--- src/core/fieldbus_io_pkg.sv ---
package fieldbus_io_pkg;

  localparam int unsigned NUM_OUTPUTS = 4;
  localparam int unsigned NUM_PORTS   = 2;

  // Register byte addresses on the APB slave.
  localparam logic [11:0] ADDR_CTRL      = 12'h000;
  localparam logic [11:0] ADDR_PASSIVE   = 12'h004;
  localparam logic [11:0] ADDR_SRC_SEL   = 12'h008;
  localparam logic [11:0] ADDR_LOCAL_OUT = 12'h00C;
  localparam logic [11:0] ADDR_STATUS    = 12'h010;
  localparam logic [11:0] ADDR_SAVED     = 12'h014;
  localparam logic [11:0] ADDR_CMD_COUNT = 12'h018;

  // Control register fields.
  localparam int unsigned CTRL_TRIG_FB_BIT = 0;
  localparam int unsigned CTRL_TRIG_PASV   = 1;
  localparam int unsigned CTRL_SAVE_BIT    = 2;

  // Status register fields.
  localparam int unsigned STAT_GATE_BIT  = 0;
  localparam int unsigned STAT_TRIG_BIT  = 1;
  localparam int unsigned STAT_LINK_BIT  = 2;
  localparam int unsigned STAT_INIT_BIT  = 3;
  localparam int unsigned STAT_OUT_LSB   = 8;

  // Reset values of the working parameter set.
  localparam logic [NUM_OUTPUTS-1:0] PASSIVE_RESET = 4'h0;
  localparam logic [NUM_OUTPUTS-1:0] SRC_SEL_RESET = 4'h0;
  localparam logic                   TRIG_PASSIVE_RESET = 1'b0;

  // Framing characters and command words.
  localparam logic [7:0] CHAR_STX   = 8'h02;
  localparam logic [7:0] CHAR_ETX   = 8'h03;
  localparam int unsigned CMD_MAX   = 16;
  localparam int unsigned CMD_LEN_W = 5;
  // Gate open and gate close texts in ASCII, first character highest.
  localparam int unsigned OPEN_LEN  = 13;
  localparam int unsigned CLOSE_LEN = 14;
  localparam logic [CMD_MAX*8-1:0] OPEN_TEXT =
    {24'h000000, 104'h734D4E206D544367617465_6F6E};
  localparam logic [CMD_MAX*8-1:0] CLOSE_TEXT =
    {16'h0000, 112'h734D4E206D544367617465_6F6666};

  typedef struct packed {
    logic       valid;
    logic [7:0] data;
  } byte_s;

  typedef struct packed {
    logic                   link_up;
    logic                   iops_good;
    logic [NUM_OUTPUTS-1:0] out_data;
    logic                   trig_data;
  } fieldbus_s;

  typedef enum logic [1:0] {
    CMD_NONE,
    CMD_OPEN,
    CMD_CLOSE
  } cmd_e;

endpackage : fieldbus_io_pkg

--- src/core/pin_sync.sv ---
`timescale 1ns/1ps
`default_nettype none

// Two-stage synchroniser for a bundle of pin levels.
module pin_sync #(
  parameter int unsigned WIDTH = 1
) (
  input  wire logic             sys_clk, // System clock.
  input  wire logic             rst_n,   // Asynchronous reset, active low.
  input  wire logic [WIDTH-1:0] async_in, // Level from outside the domain.
  output logic      [WIDTH-1:0] sync_out  // Level safe to use.
);

  logic [WIDTH-1:0] stage1;

  always_ff @(posedge sys_clk or negedge rst_n) begin
    if (!rst_n) begin
      stage1   <= '0;
      sync_out <= '0;
    end else begin
      stage1   <= async_in;
      sync_out <= stage1;
    end
  end

endmodule : pin_sync

`default_nettype wire

--- src/core/cmd_frame_parser.sv ---
`timescale 1ns/1ps
`default_nettype none

// Collects one framed command string from a single data interface.
module cmd_frame_parser (
  input  wire logic                   sys_clk, // System clock.
  input  wire logic                   rst_n,   // Asynchronous reset.
  input  wire fieldbus_io_pkg::byte_s rx,      // Received byte strobe.
  output var  fieldbus_io_pkg::cmd_e  cmd,     // Decoded command.
  output logic                        cmd_stb  // One-cycle command pulse.
);

  localparam int unsigned W  = fieldbus_io_pkg::CMD_MAX * 8;
  localparam int unsigned LW = fieldbus_io_pkg::CMD_LEN_W;

  logic                                   in_frame;
  logic [W-1:0]                           text;
  logic [LW-1:0]                          len;
  logic                                   over;

  // Bytes between STX and ETX form one frame; a new STX drops any partial
  // frame so that a lost ETX never merges two commands.
  always_ff @(posedge sys_clk or negedge rst_n) begin
    if (!rst_n) begin
      in_frame <= 1'b0;
      text     <= '0;
      len      <= '0;
      over     <= 1'b0;
    end else if (rx.valid) begin
      if (rx.data == fieldbus_io_pkg::CHAR_STX) begin
        in_frame <= 1'b1;
        text     <= '0;
        len      <= '0;
        over     <= 1'b0;
      end else if (rx.data == fieldbus_io_pkg::CHAR_ETX) begin
        in_frame <= 1'b0;
      end else if (in_frame) begin
        if (len == LW'(fieldbus_io_pkg::CMD_MAX)) begin
          over <= 1'b1;
        end else begin
          text <= {text[W-9:0], rx.data};
          len  <= len + 1'b1;
        end
      end
    end
  end

  // The frame is acted on at the ETX itself, with no staging step.
  always_ff @(posedge sys_clk or negedge rst_n) begin
    if (!rst_n) begin
      cmd     <= fieldbus_io_pkg::CMD_NONE;
      cmd_stb <= 1'b0;
    end else begin
      cmd_stb <= 1'b0;
      if (rx.valid && rx.data == fieldbus_io_pkg::CHAR_ETX && in_frame
          && !over) begin
        cmd_stb <= 1'b1;
        if (len == LW'(fieldbus_io_pkg::OPEN_LEN)
            && text == fieldbus_io_pkg::OPEN_TEXT) begin
          cmd <= fieldbus_io_pkg::CMD_OPEN;
        end else if (len == LW'(fieldbus_io_pkg::CLOSE_LEN)
                     && text == fieldbus_io_pkg::CLOSE_TEXT) begin
          cmd <= fieldbus_io_pkg::CMD_CLOSE;
        end else begin
          cmd <= fieldbus_io_pkg::CMD_NONE;
        end
      end
    end
  end

endmodule : cmd_frame_parser

`default_nettype wire

--- src/core/fieldbus_io_hold_and_command_trigger.sv ---
// Functional notes
// - Each digital output can be set to mirror a value from the fieldbus.
// - On loss of the fieldbus link the mirrored outputs hold their value.
// - While the provider status is bad the mirrored outputs hold.
// - At fieldbus power-up every mirrored output starts at its passive level.
// - The trigger input may come from the fieldbus and freezes on loss.
// - At fieldbus power-up the fieldbus trigger takes its passive level.
// - Command strings are accepted on every data interface.
// - A received command takes effect at once, with no confirm step.
// - Command changes touch only the volatile working parameter set.
// - Gate-open and gate-close commands set and clear a gate that is ORed with the selected trigger into the read pulse.
`timescale 1ns/1ps
`default_nettype none

module fieldbus_io_hold_and_command_trigger #(
  parameter int unsigned NOUT   = fieldbus_io_pkg::NUM_OUTPUTS,
  parameter int unsigned NPORTS = fieldbus_io_pkg::NUM_PORTS
) (
  input  wire logic                  sys_clk,    // System clock, 100 MHz.
  input  wire logic                  rst_n,      // Async reset, active low.
  input  wire logic                  fb_link_up, // Fieldbus link level pin.
  input  wire logic                  fb_iops_good, // Provider status good.
  input  wire logic [NOUT-1:0]       fb_out_data,  // Fieldbus output values.
  input  wire logic                  fb_trig_data, // Fieldbus trigger value.
  input  wire logic                  sensor_in,    // Local trigger pin.
  input  wire fieldbus_io_pkg::byte_s rx_byte [NPORTS], // Data interfaces.
  input  wire logic                  psel,       // APB select.
  input  wire logic                  penable,    // APB enable.
  input  wire logic                  pwrite,     // APB direction.
  input  wire logic [11:0]           paddr,      // APB byte address.
  input  wire logic [31:0]           pwdata,     // APB write data.
  input  wire logic [3:0]            pstrb,      // APB byte strobes.
  output logic      [31:0]           prdata,     // APB read data.
  output logic                       pready,     // APB ready.
  output logic                       pslverr,    // APB error.
  output logic      [NOUT-1:0]       dig_out,    // Digital outputs.
  output logic                       read_gate,  // Reading cycle active.
  output logic                       save_stb    // Save request to storage.
);

  // Pin-level inputs cross into the clock domain first.
  localparam int unsigned SW = NOUT + 4;
  logic [SW-1:0]          pins_sync;
  fieldbus_io_pkg::fieldbus_s fb;
  logic                   sensor_s;

  pin_sync #(
    .WIDTH (SW)
  ) u_pin_sync (
    .sys_clk  (sys_clk),
    .rst_n    (rst_n),
    .async_in ({fb_link_up, fb_iops_good, fb_out_data, fb_trig_data,
                sensor_in}),
    .sync_out (pins_sync)
  );

  assign fb       = pins_sync[SW-1:1];
  assign sensor_s = pins_sync[0];

  // Working parameter set, volatile only.
  logic [NOUT-1:0] passive_lvl;
  logic [NOUT-1:0] src_fieldbus;
  logic [NOUT-1:0] local_out;
  logic            trig_from_fb;
  logic            trig_passive;
  logic [NOUT-1:0] saved_passive;
  logic [15:0]     cmd_count;

  // Fieldbus state.
  logic            fb_valid;
  logic            fb_seen_up;
  logic [NOUT-1:0] fb_out_hold;
  logic            fb_trig_hold;
  logic            gate_cmd;

  // APB decode.
  logic wr_acc;
  logic rd_acc;
  logic known;

  assign pready  = 1'b1;
  assign wr_acc  = psel && penable && pwrite;
  assign rd_acc  = psel && penable && !pwrite;

  always_comb begin
    case (paddr)
      fieldbus_io_pkg::ADDR_CTRL,
      fieldbus_io_pkg::ADDR_PASSIVE,
      fieldbus_io_pkg::ADDR_SRC_SEL,
      fieldbus_io_pkg::ADDR_LOCAL_OUT,
      fieldbus_io_pkg::ADDR_STATUS,
      fieldbus_io_pkg::ADDR_SAVED,
      fieldbus_io_pkg::ADDR_CMD_COUNT: known = 1'b1;
      default:                         known = 1'b0;
    endcase
  end

  assign pslverr = psel && penable && !known;

  // Register writes change the working set only; nothing persists here.
  always_ff @(posedge sys_clk or negedge rst_n) begin
    if (!rst_n) begin
      passive_lvl  <= fieldbus_io_pkg::PASSIVE_RESET;
      src_fieldbus <= fieldbus_io_pkg::SRC_SEL_RESET;
      local_out    <= '0;
      trig_from_fb <= 1'b0;
      trig_passive <= fieldbus_io_pkg::TRIG_PASSIVE_RESET;
    end else if (wr_acc && pstrb[0]) begin
      case (paddr)
        fieldbus_io_pkg::ADDR_CTRL: begin
          trig_from_fb <= pwdata[fieldbus_io_pkg::CTRL_TRIG_FB_BIT];
          trig_passive <= pwdata[fieldbus_io_pkg::CTRL_TRIG_PASV];
        end
        fieldbus_io_pkg::ADDR_PASSIVE:   passive_lvl  <= pwdata[NOUT-1:0];
        fieldbus_io_pkg::ADDR_SRC_SEL:   src_fieldbus <= pwdata[NOUT-1:0];
        fieldbus_io_pkg::ADDR_LOCAL_OUT: local_out    <= pwdata[NOUT-1:0];
        default: ;
      endcase
    end
  end

  // A save copies the passive levels of the working set toward non-volatile storage on request.
  always_ff @(posedge sys_clk or negedge rst_n) begin
    if (!rst_n) begin
      save_stb      <= 1'b0;
      saved_passive <= fieldbus_io_pkg::PASSIVE_RESET;
    end else begin
      save_stb <= 1'b0;
      if (wr_acc && pstrb[0] && paddr == fieldbus_io_pkg::ADDR_CTRL
          && pwdata[fieldbus_io_pkg::CTRL_SAVE_BIT]) begin
        save_stb      <= 1'b1;
        saved_passive <= passive_lvl;
      end
    end
  end

  // Power-up of the fieldbus is the first rising link; until valid data
  // arrive every mirrored value sits at passive.
  always_ff @(posedge sys_clk or negedge rst_n) begin
    if (!rst_n) begin
      fb_seen_up <= 1'b0;
    end else if (fb.link_up) begin
      fb_seen_up <= 1'b1;
    end
  end

  assign fb_valid = fb.link_up && fb.iops_good;

  // Updating stops on link loss or bad status; the held value is kept,
  // which means a trigger edge during the outage is simply missed.
  always_ff @(posedge sys_clk or negedge rst_n) begin
    if (!rst_n) begin
      fb_out_hold  <= fieldbus_io_pkg::PASSIVE_RESET;
      fb_trig_hold <= fieldbus_io_pkg::TRIG_PASSIVE_RESET;
    end else if (!fb_seen_up) begin
      fb_out_hold  <= passive_lvl;
      fb_trig_hold <= trig_passive;
    end else if (fb_valid) begin
      fb_out_hold  <= fb.out_data;
      fb_trig_hold <= fb.trig_data;
    end
  end

  // Each output chooses the fieldbus copy or the local value.
  always_ff @(posedge sys_clk or negedge rst_n) begin
    if (!rst_n) begin
      dig_out <= fieldbus_io_pkg::PASSIVE_RESET;
    end else begin
      for (int i = 0; i < NOUT; i++) begin
        dig_out[i] <= src_fieldbus[i] ? fb_out_hold[i]
                                      : local_out[i];
      end
    end
  end

  // One parser per data interface, so commands are taken on all of them.
  fieldbus_io_pkg::cmd_e cmd     [NPORTS];
  logic [NPORTS-1:0]     cmd_stb;
  logic                  any_open;
  logic                  any_close;

  for (genvar p = 0; p < NPORTS; p++) begin : g_port
    cmd_frame_parser u_parser (
      .sys_clk (sys_clk),
      .rst_n   (rst_n),
      .rx      (rx_byte[p]),
      .cmd     (cmd[p]),
      .cmd_stb (cmd_stb[p])
    );
  end

  always_comb begin
    any_open  = 1'b0;
    any_close = 1'b0;
    for (int p = 0; p < NPORTS; p++) begin
      if (cmd_stb[p] && cmd[p] == fieldbus_io_pkg::CMD_OPEN) begin
        any_open = 1'b1;
      end
      if (cmd_stb[p] && cmd[p] == fieldbus_io_pkg::CMD_CLOSE) begin
        any_close = 1'b1;
      end
    end
  end

  // Close wins if both arrive together, so a gate is never left stuck open.
  always_ff @(posedge sys_clk or negedge rst_n) begin
    if (!rst_n) begin
      gate_cmd <= 1'b0;
    end else if (any_close) begin
      gate_cmd <= 1'b0;
    end else if (any_open) begin
      gate_cmd <= 1'b1;
    end
  end

  always_ff @(posedge sys_clk or negedge rst_n) begin
    if (!rst_n) begin
      read_gate <= 1'b0;
    end else begin
      read_gate <= gate_cmd || (trig_from_fb ? fb_trig_hold : sensor_s);
    end
  end

  always_ff @(posedge sys_clk or negedge rst_n) begin
    if (!rst_n) begin
      cmd_count <= '0;
    end else if (|cmd_stb) begin
      cmd_count <= cmd_count + 16'h0001;
    end
  end

  // APB read data, registered in the setup cycle, ready for the access cycle.
  always_ff @(posedge sys_clk or negedge rst_n) begin
    if (!rst_n) begin
      prdata <= '0;
    end else begin
      prdata <= '0;
      if (psel && !penable && !pwrite) begin
        case (paddr)
          fieldbus_io_pkg::ADDR_CTRL: begin
            prdata[fieldbus_io_pkg::CTRL_TRIG_FB_BIT] <= trig_from_fb;
            prdata[fieldbus_io_pkg::CTRL_TRIG_PASV]   <= trig_passive;
          end
          fieldbus_io_pkg::ADDR_PASSIVE:   prdata[NOUT-1:0] <= passive_lvl;
          fieldbus_io_pkg::ADDR_SRC_SEL:   prdata[NOUT-1:0] <= src_fieldbus;
          fieldbus_io_pkg::ADDR_LOCAL_OUT: prdata[NOUT-1:0] <= local_out;
          fieldbus_io_pkg::ADDR_STATUS: begin
            prdata[fieldbus_io_pkg::STAT_GATE_BIT] <= gate_cmd;
            prdata[fieldbus_io_pkg::STAT_TRIG_BIT] <= read_gate;
            prdata[fieldbus_io_pkg::STAT_LINK_BIT] <= fb_valid;
            prdata[fieldbus_io_pkg::STAT_INIT_BIT] <= fb_seen_up;
            prdata[fieldbus_io_pkg::STAT_OUT_LSB +: NOUT] <= dig_out;
          end
          fieldbus_io_pkg::ADDR_SAVED:     prdata[NOUT-1:0] <= saved_passive;
          fieldbus_io_pkg::ADDR_CMD_COUNT: prdata[15:0]     <= cmd_count;
          default: ;
        endcase
      end
    end
  end

  logic unused_ok;
  assign unused_ok = ^{rd_acc, pstrb[3:1], pwdata[31:NOUT]};

endmodule : fieldbus_io_hold_and_command_trigger

`default_nettype wire

--- config.mk ---
export PLATFORM = sky130hd
export DESIGN_NAME = fieldbus_io_hold_and_command_trigger
export DESIGN_NICKNAME = d
export VERILOG_FILES = /design/src/core/fieldbus_io_pkg.sv /design/src/core/pin_sync.sv /design/src/core/cmd_frame_parser.sv /design/src/core/fieldbus_io_hold_and_command_trigger.sv
export SDC_FILE = /design/constraint.sdc
export NUM_CORES = 1
export LEC_CHECK = 0
export BUFFER_PORTS_ARGS = -buffer_cell sky130_fd_sc_hd__buf_4
export CAP_MARGIN = 40
export CORE_MARGIN = 2
export CORE_UTILIZATION = 64
export DETAILED_ROUTE_END_ITERATION = 10
export PLACE_DENSITY = 0.85
export REMOVE_ABC_BUFFERS = 1
export SYNTH_ARGS = -nofsm -noshare
export SYNTH_HDL_FRONTEND = slang
export SYNTH_SLANG_ARGS = --single-unit
--- constraint.sdc ---
create_clock -name sys_clk -period 3.2 [get_ports sys_clk]
set_input_delay 0.64 -clock sys_clk [delete_from_list [all_inputs] [get_ports sys_clk]]
set_output_delay 0.64 -clock sys_clk [all_outputs]
set_load 0.05 [all_outputs]
==> results of run 1 <==
## synthesized netlist by cell type (all sizes together) (12+ instances only)
library cell | number | area share, %
nand2 | 26 | 0.68
a21oi | 16 | 0.56
dfrtp | 355 | 62
nand4 | 36 | 1.6
nand3 | 13 | 0.45
nor4b | 18 | 1.1
inv | 15 | 0.39
nor4bb | 19 | 1.3
and4b | 12 | 0.84
nor4 | 29 | 1.5
nor2 | 25 | 0.66
a22o | 244 | 15
clkbuf | 38 | 1.0
mux2 | 44 | 3.5
buf | 40 | 1.7
## state kept, by name, summed over array words and instances, names as in the netlist, 2 cells and up
register                  count
u_pin_sync.stage1             8
saved_passive                 4
passive_lvl                   4
g_port.u_parser.in_frame      2
dig_out                       4
local_out                     4
g_port.u_parser.cmd           4
g_port.u_parser.cmd_stb       2
prdata                       16
src_fieldbus                  4
fb_out_hold                   4
cmd_count                    16
u_pin_sync.sync_out           8
g_port.u_parser.over          2
g_port.u_parser.len          10
g_port.u_parser.text        256
## cell type report
class | count | area [um2] | area share (%)
clock inverter | 8 | 40.0 | 0.245
clock buffer | 52 | 1100 | 6.75
timing repair buffer | 93 | 788 | 4.83
multi-input combinational | 636 | 5100 | 31.2
inverter | 15 | 56.3 | 0.345
sequential | 355 | 8880 | 54.4
tap | 280 | 350 | 2.15
## routing by layer
metal | up-vias | track usage (%)
met5 | - | 0
met2 | 417 | 40.6
met3 | 74 | 5.52
li1 | 4265 | -
met1 | 4976 | 39.6
met4 | 0 | 7.47
## worst max-delay path: stages
cell     delay [ns]
buf_4          0.10
or4_1          0.70
nor3_2         0.25
a21oi_1        0.09
buf_4          0.19
## power breakdown
group | switching [mW] | internal [mW]
clock | 1.65 | 2.38
sequential | 0.150 | 4.65
combinational | 0.344 | 0.249
total | 2.15 | 7.27
## logic make-up (layout without fill, tap and decap cells)
family | Yosys count | after routing | share of synthesized area, %
XOR/XNOR | 15 | 15 | 0.917
AO/OA/AOI/OAI | 298 | 298 | 17.3
adder cells (fa/ha/maj) | 9 | 9 | 0.786
multiplexers | 54 | 54 | 4.25
flip-flops | 355 | 355 | 62.0
buffers and inverters | 93 | 168 | 3.05
AND/OR/NAND/NOR | 243 | 243 | 11.6
other | 2 | 17 | 0.0524
## final timing paths
check,slack (ns),end,start,cells after the start
max in group asynchronous,2.14,g_port[1].u_parser.in_frame$_DFFE_PN0P_,rst_n,2
max reg2reg,0.62,g_port[1].u_parser.text[80]$_DFFE_PN0P_,g_port[1].u_parser.len[0]$_DFFE_PN0P_,7
min in group sys_clk,0.24,u_pin_sync.stage1[2]$_DFF_PN0_,fb_out_data[0],1
min,0.12,u_pin_sync.stage1[4]$_DFF_PN0_,rst_n,1
max,0.58,pslverr,paddr[7],5
min reg2reg,0.35,u_pin_sync.sync_out[4]$_DFF_PN0_,u_pin_sync.stage1[4]$_DFF_PN0_,0
==> flow_summary_export.csv, run 1 <==
group,metric,value,unit
outcome,status,"completed",
clock_network,cts_inserted_buffers,35,
global_route,grt_pass1_wl,51.2,mm
layout,num-fill-cells,1325,
timing,tns,0,ns
clock_network,cts.sinks,355,
layout,antennaDiodeCount,0,
clock_network,cts_root_buf,"clkbuf_16",
clock_network,cts_buffer_depth,3,
timing,final.period_utilization,81.9,%
timing,fin_ws,0.578,ns
critical_path,cp_max_fo,8,
global_route,track_usage,26.6,%
timing,finClkSkew,0.0165,ns
timing,final_hold_viol_count,0,
clock_network,cts_tree,"done",
synthesis,syn_inst,1069,
drt,wl_per_cell,21.4,um
critical_path,crit_path_end_kind,"primary output",
clock_network,cts.repair.resized,0,
drt,drtIter0Drc,792,
synthesis,synth_seq_area_share,62.0,%
synthesis,ys_types,54,
drt,wl_met2,14.8,mm
layout,final_cells,1439,
timing,rsz0062_at_grt,"false",
drt,drc_errors,0,
global_route,grt_pass1_vias,9611,
placement,placed_area,15200,um2
floorplanning,coreArea,21900,um2
power,p_leak,7.72,nW
synthesis,syn_area,14300,um2
layout,finalNetCount,1224,
clock_network,post_cts_buffers,0,
placement,place_inst,1379,
critical_path,cp.required,2.56,ns
critical_path,worstPathArrival,1.98,ns
worst_hold_path,min_path_type,"in -> async",
placement,place.gp.congestion,0.830,
synthesis,yosysWarnings,0,
clock_network,cts-htree-levels,2,
drt,top_layer,"met4",
synthesis,async_flop_share,100,%
power,power.density,577,nW/um2
placement,place_ws,0.324,ns
global_route,antenna_found_initial,0,
timing,setup_violations,0,
layout,fin_util,74.6,%
timing,max_freq,381,MHz
floorplanning,die_w,154,um
run,drv_cap,0,
power,ir_worst_vdd,0.455,mV
drt,drt-vias-per-instance,6.76,
layout,final_common_cell,"dfrtp_1",
power,p_total,9.42,mW
global_route,grt_overflow,0,
placement,port_buffers,70,
synthesis,synth_seq_cells,355,
clock_network,clk_latency,0.51,ns
layout,fin_area,16300,um2
synthesis,ys.flop_type,"dfrtp_1",
placement,dp_hpwl,19.7,mm
global_route,grt_max_degree,126,
floorplanning,die_h,154,um
layout,drive_above_1_share,18.4,%
floorplanning,io_pins,119,
floorplanning,dieArea,23600,um2
layout,most-common-layout-cells,"dfrtp_1 (355), a22o_1 (244), buf_4 (86), mux2_2 (44), clkbuf_16 (37)",
critical_path,critPathKind,"in -> out",
critical_path,startpoint_type,"primary input",
synthesis,synth-edff-count,0,
timing,relSlewSlack,43.3,%
drt,wl_met1,13.2,mm
drt,wl_met3,2.23,mm
floorplanning,initial_core_util,65.4,%
timing,worstMarginPinSlew,0.839,ns
layout,syn_to_final_growth,13.9,%
drt,drt_wl_total,30.9,mm
timing,maxSlewViolCount,0,
synthesis,synth_area_per_cell,13.4,um2
clock_network,clk_pin_slew,0.06,ns
drt,first_pass_iters,5,
drt,antenna_left,0,
drt,dr_total_vias,9732,
clock_network,hold_buffers,0,
timing,holdWs,0.121,ns
timing,period_needed,2.62,ns
floorplanning,num_rows,54,
(Power assumes the default switching activity.)
==> inputs of run 2 (changes only) <==
--- a/config.mk
+++ b/config.mk
@@ -8,9 +8,9 @@
 export BUFFER_PORTS_ARGS = -buffer_cell sky130_fd_sc_hd__buf_4
 export CAP_MARGIN = 40
 export CORE_MARGIN = 2
-export CORE_UTILIZATION = 64
+export CORE_UTILIZATION = 54
 export DETAILED_ROUTE_END_ITERATION = 10
-export PLACE_DENSITY = 0.85
+export PLACE_DENSITY = 0.76
 export REMOVE_ABC_BUFFERS = 1
 export SYNTH_ARGS = -nofsm -noshare
 export SYNTH_HDL_FRONTEND = slang
==> constraint.sdc (replaced) <==
create_clock -name sys_clk -period 2.4 [get_ports sys_clk]
set_input_delay 0.48 -clock sys_clk [delete_from_list [all_inputs] [get_ports sys_clk]]
set_output_delay 0.48 -clock sys_clk [all_outputs]
set_load 0.05 [all_outputs]
==> flow_summary_export.csv, run 2 (synthesized netlist as in run 1, its figures left out) <==
group,metric,value,unit
clock_network,clk_latency,0.52,ns
layout,finalNetCount,1238,
floorplanning,coreArea,26100,um2
global_route,antenna_found_initial,0,
clock_network,cts-htree-levels,2,
placement,place.gp.congestion,0.812,
placement,port_buffers,70,
floorplanning,dieArea,27800,um2
timing,tns,0,ns
layout,most-common-layout-cells,"dfrtp_1 (355), a22o_1 (244), buf_4 (92), mux2_2 (44), clkbuf_16 (39)",
timing,maxSlewViolCount,0,
critical_path,crit_path_end_kind,"primary output",
layout,top_register,"g_port.u_parser.text",
global_route,grt_max_degree,126,
layout,final_common_cell,"dfrtp_1",
global_route,grt_pass1_vias,9478,
drt,drc_errors,0,
timing,relSlewSlack,61.0,%
critical_path,startpoint_type,"primary input",
layout,largest_reg_flops,256,
drt,wl_per_cell,20.1,um
timing,holdWs,0.0713,ns
timing,setup_violations,0,
clock_network,cts_inserted_buffers,37,
timing,finClkSkew,0.0132,ns
clock_network,cts.sinks,355,
critical_path,cp.required,1.92,ns
layout,num-fill-cells,1948,
drt,drt-vias-per-instance,6.35,
timing,final_hold_viol_count,0,
layout,syn_to_final_growth,16.0,%
floorplanning,num_rows,59,
clock_network,cts_tree,"done",
critical_path,critPathKind,"in -> out",
layout,antennaDiodeCount,0,
floorplanning,initial_core_util,55.0,%
run,drv_cap,0,
layout,drive_above_1_share,19.1,%
floorplanning,die_w,167,um
placement,place_ws,-0.0636,ns
placement,dp_hpwl,19.6,mm
outcome,status,"completed",
drt,drt_wl_total,30.3,mm
timing,final.period_utilization,97.4,%
timing,fin_ws,0.0617,ns
global_route,grt_overflow,0,
layout,reg_top3,"g_port.u_parser.text (256), cmd_count (16), prdata (16)",
global_route,track_usage,22.2,%
floorplanning,die_h,167,um
drt,first_pass_iters,7,
critical_path,worstPathArrival,1.86,ns
floorplanning,io_pins,119,
drt,drtIter0Drc,837,
timing,max_freq,428,MHz
critical_path,cp_max_fo,7,
timing,rsz0062_at_grt,"false",
clock_network,clk_pin_slew,0.06,ns
layout,fin_util,63.8,%
global_route,grt_pass1_wl,50.7,mm
power,power.density,777,nW/um2
clock_network,cts_root_buf,"clkbuf_16",
worst_hold_path,min_path_type,"in -> reg",
drt,dr_total_vias,9565,
power,ir_worst_vdd,0.651,mV
timing,period_needed,2.34,ns
drt,antenna_left,0,
power,p_leak,7.83,nW
timing,worstMarginPinSlew,0.577,ns
clock_network,cts_buffer_depth,3,
[run 2: changes by cell type in the layout (fill, tap and decap cells not counted), sizes merged]
| cell | change |
|---|---|
| bufinv | +3 |
| buf | +11 |
| clkinv | -4 |
| inv | +1 |
| dlygate4sd3 | +1 |
[run 2: layer usage]
| metal | routed length, um | track usage [%] |
|---|---|---|
| met1 | 14300 | 34.2 |
| met2 | 13700 | 32.5 |
| met3 | 1640 | 4.13 |
| met4 | 640 | 6.52 |
| met5 | 0 | 0 |
[run 2: path summary, 6_finish.rpt]
check,from,endpoint,slack [ns],cells past startpoint
setup / recovery,paddr[7],pslverr,0.06,7
hold / removal,sensor_in,u_pin_sync.stage1[0]$_DFF_PN0_,0.07,1
setup reg to reg,g_port[0].u_parser.len[0]$_DFFE_PN0P_,g_port[0].u_parser.len[4]$_DFFE_PN0P_,0.20,8
hold reg to reg,u_pin_sync.stage1[6]$_DFF_PN0_,u_pin_sync.sync_out[6]$_DFF_PN0_,0.35,0
max in group asynchronous,rst_n,prdata[7]$_DFF_PN0_,1.21,3
min in group asynchronous,rst_n,fb_out_hold[2]$_DFFE_PN0P_,0.46,2
[run 2: timing repair]
item	in CTS	in global routing
buffers inserted	0	0
endpoints found under the hold margin	39	0
hold buffers	1	0
endpoints found under the setup margin	0	151
resized for setup	0	4
[run 2: layout make-up]
class                           count  area (um2)  share of cell area (%)
Tap cell                          335         419                    2.52
Clock inverter                      8         119                   0.715
Multi-Input combinational cell    636        5120                    30.8
Sequential cell                   355        8880                    53.5
Clock buffer                       52        1090                    6.59
Timing Repair Buffer              105         927                    5.58
Inverter                           15        56.3                   0.339
[run 2: stage by stage]
step,power (mW),instances,area (um2)
2_1_floorplan,6.88,1006,14000
3_3_place_gp,7.25,1445,15400
3_5_place_dp,7.29,1445,15400
4_1_cts,13.0,1506,16600
5_1_grt,13.4,1506,16600
6_report,12.9,1506,16600
[run 2: report_power, final]
group | total, mW | internal, mW | switching, mW
registers | 6.40 | 6.20 | 0.197
logic | 0.786 | 0.342 | 0.444
clock network | 5.72 | 3.48 | 2.24
[run 2: critical path, stage by stage]
cell and delay (ns):
buf_4 0.11, or4_4 0.53, buf_4 0.18, nor3_2 0.14, buf_4 0.15, a21oi_1 0.07
buf_4 0.19
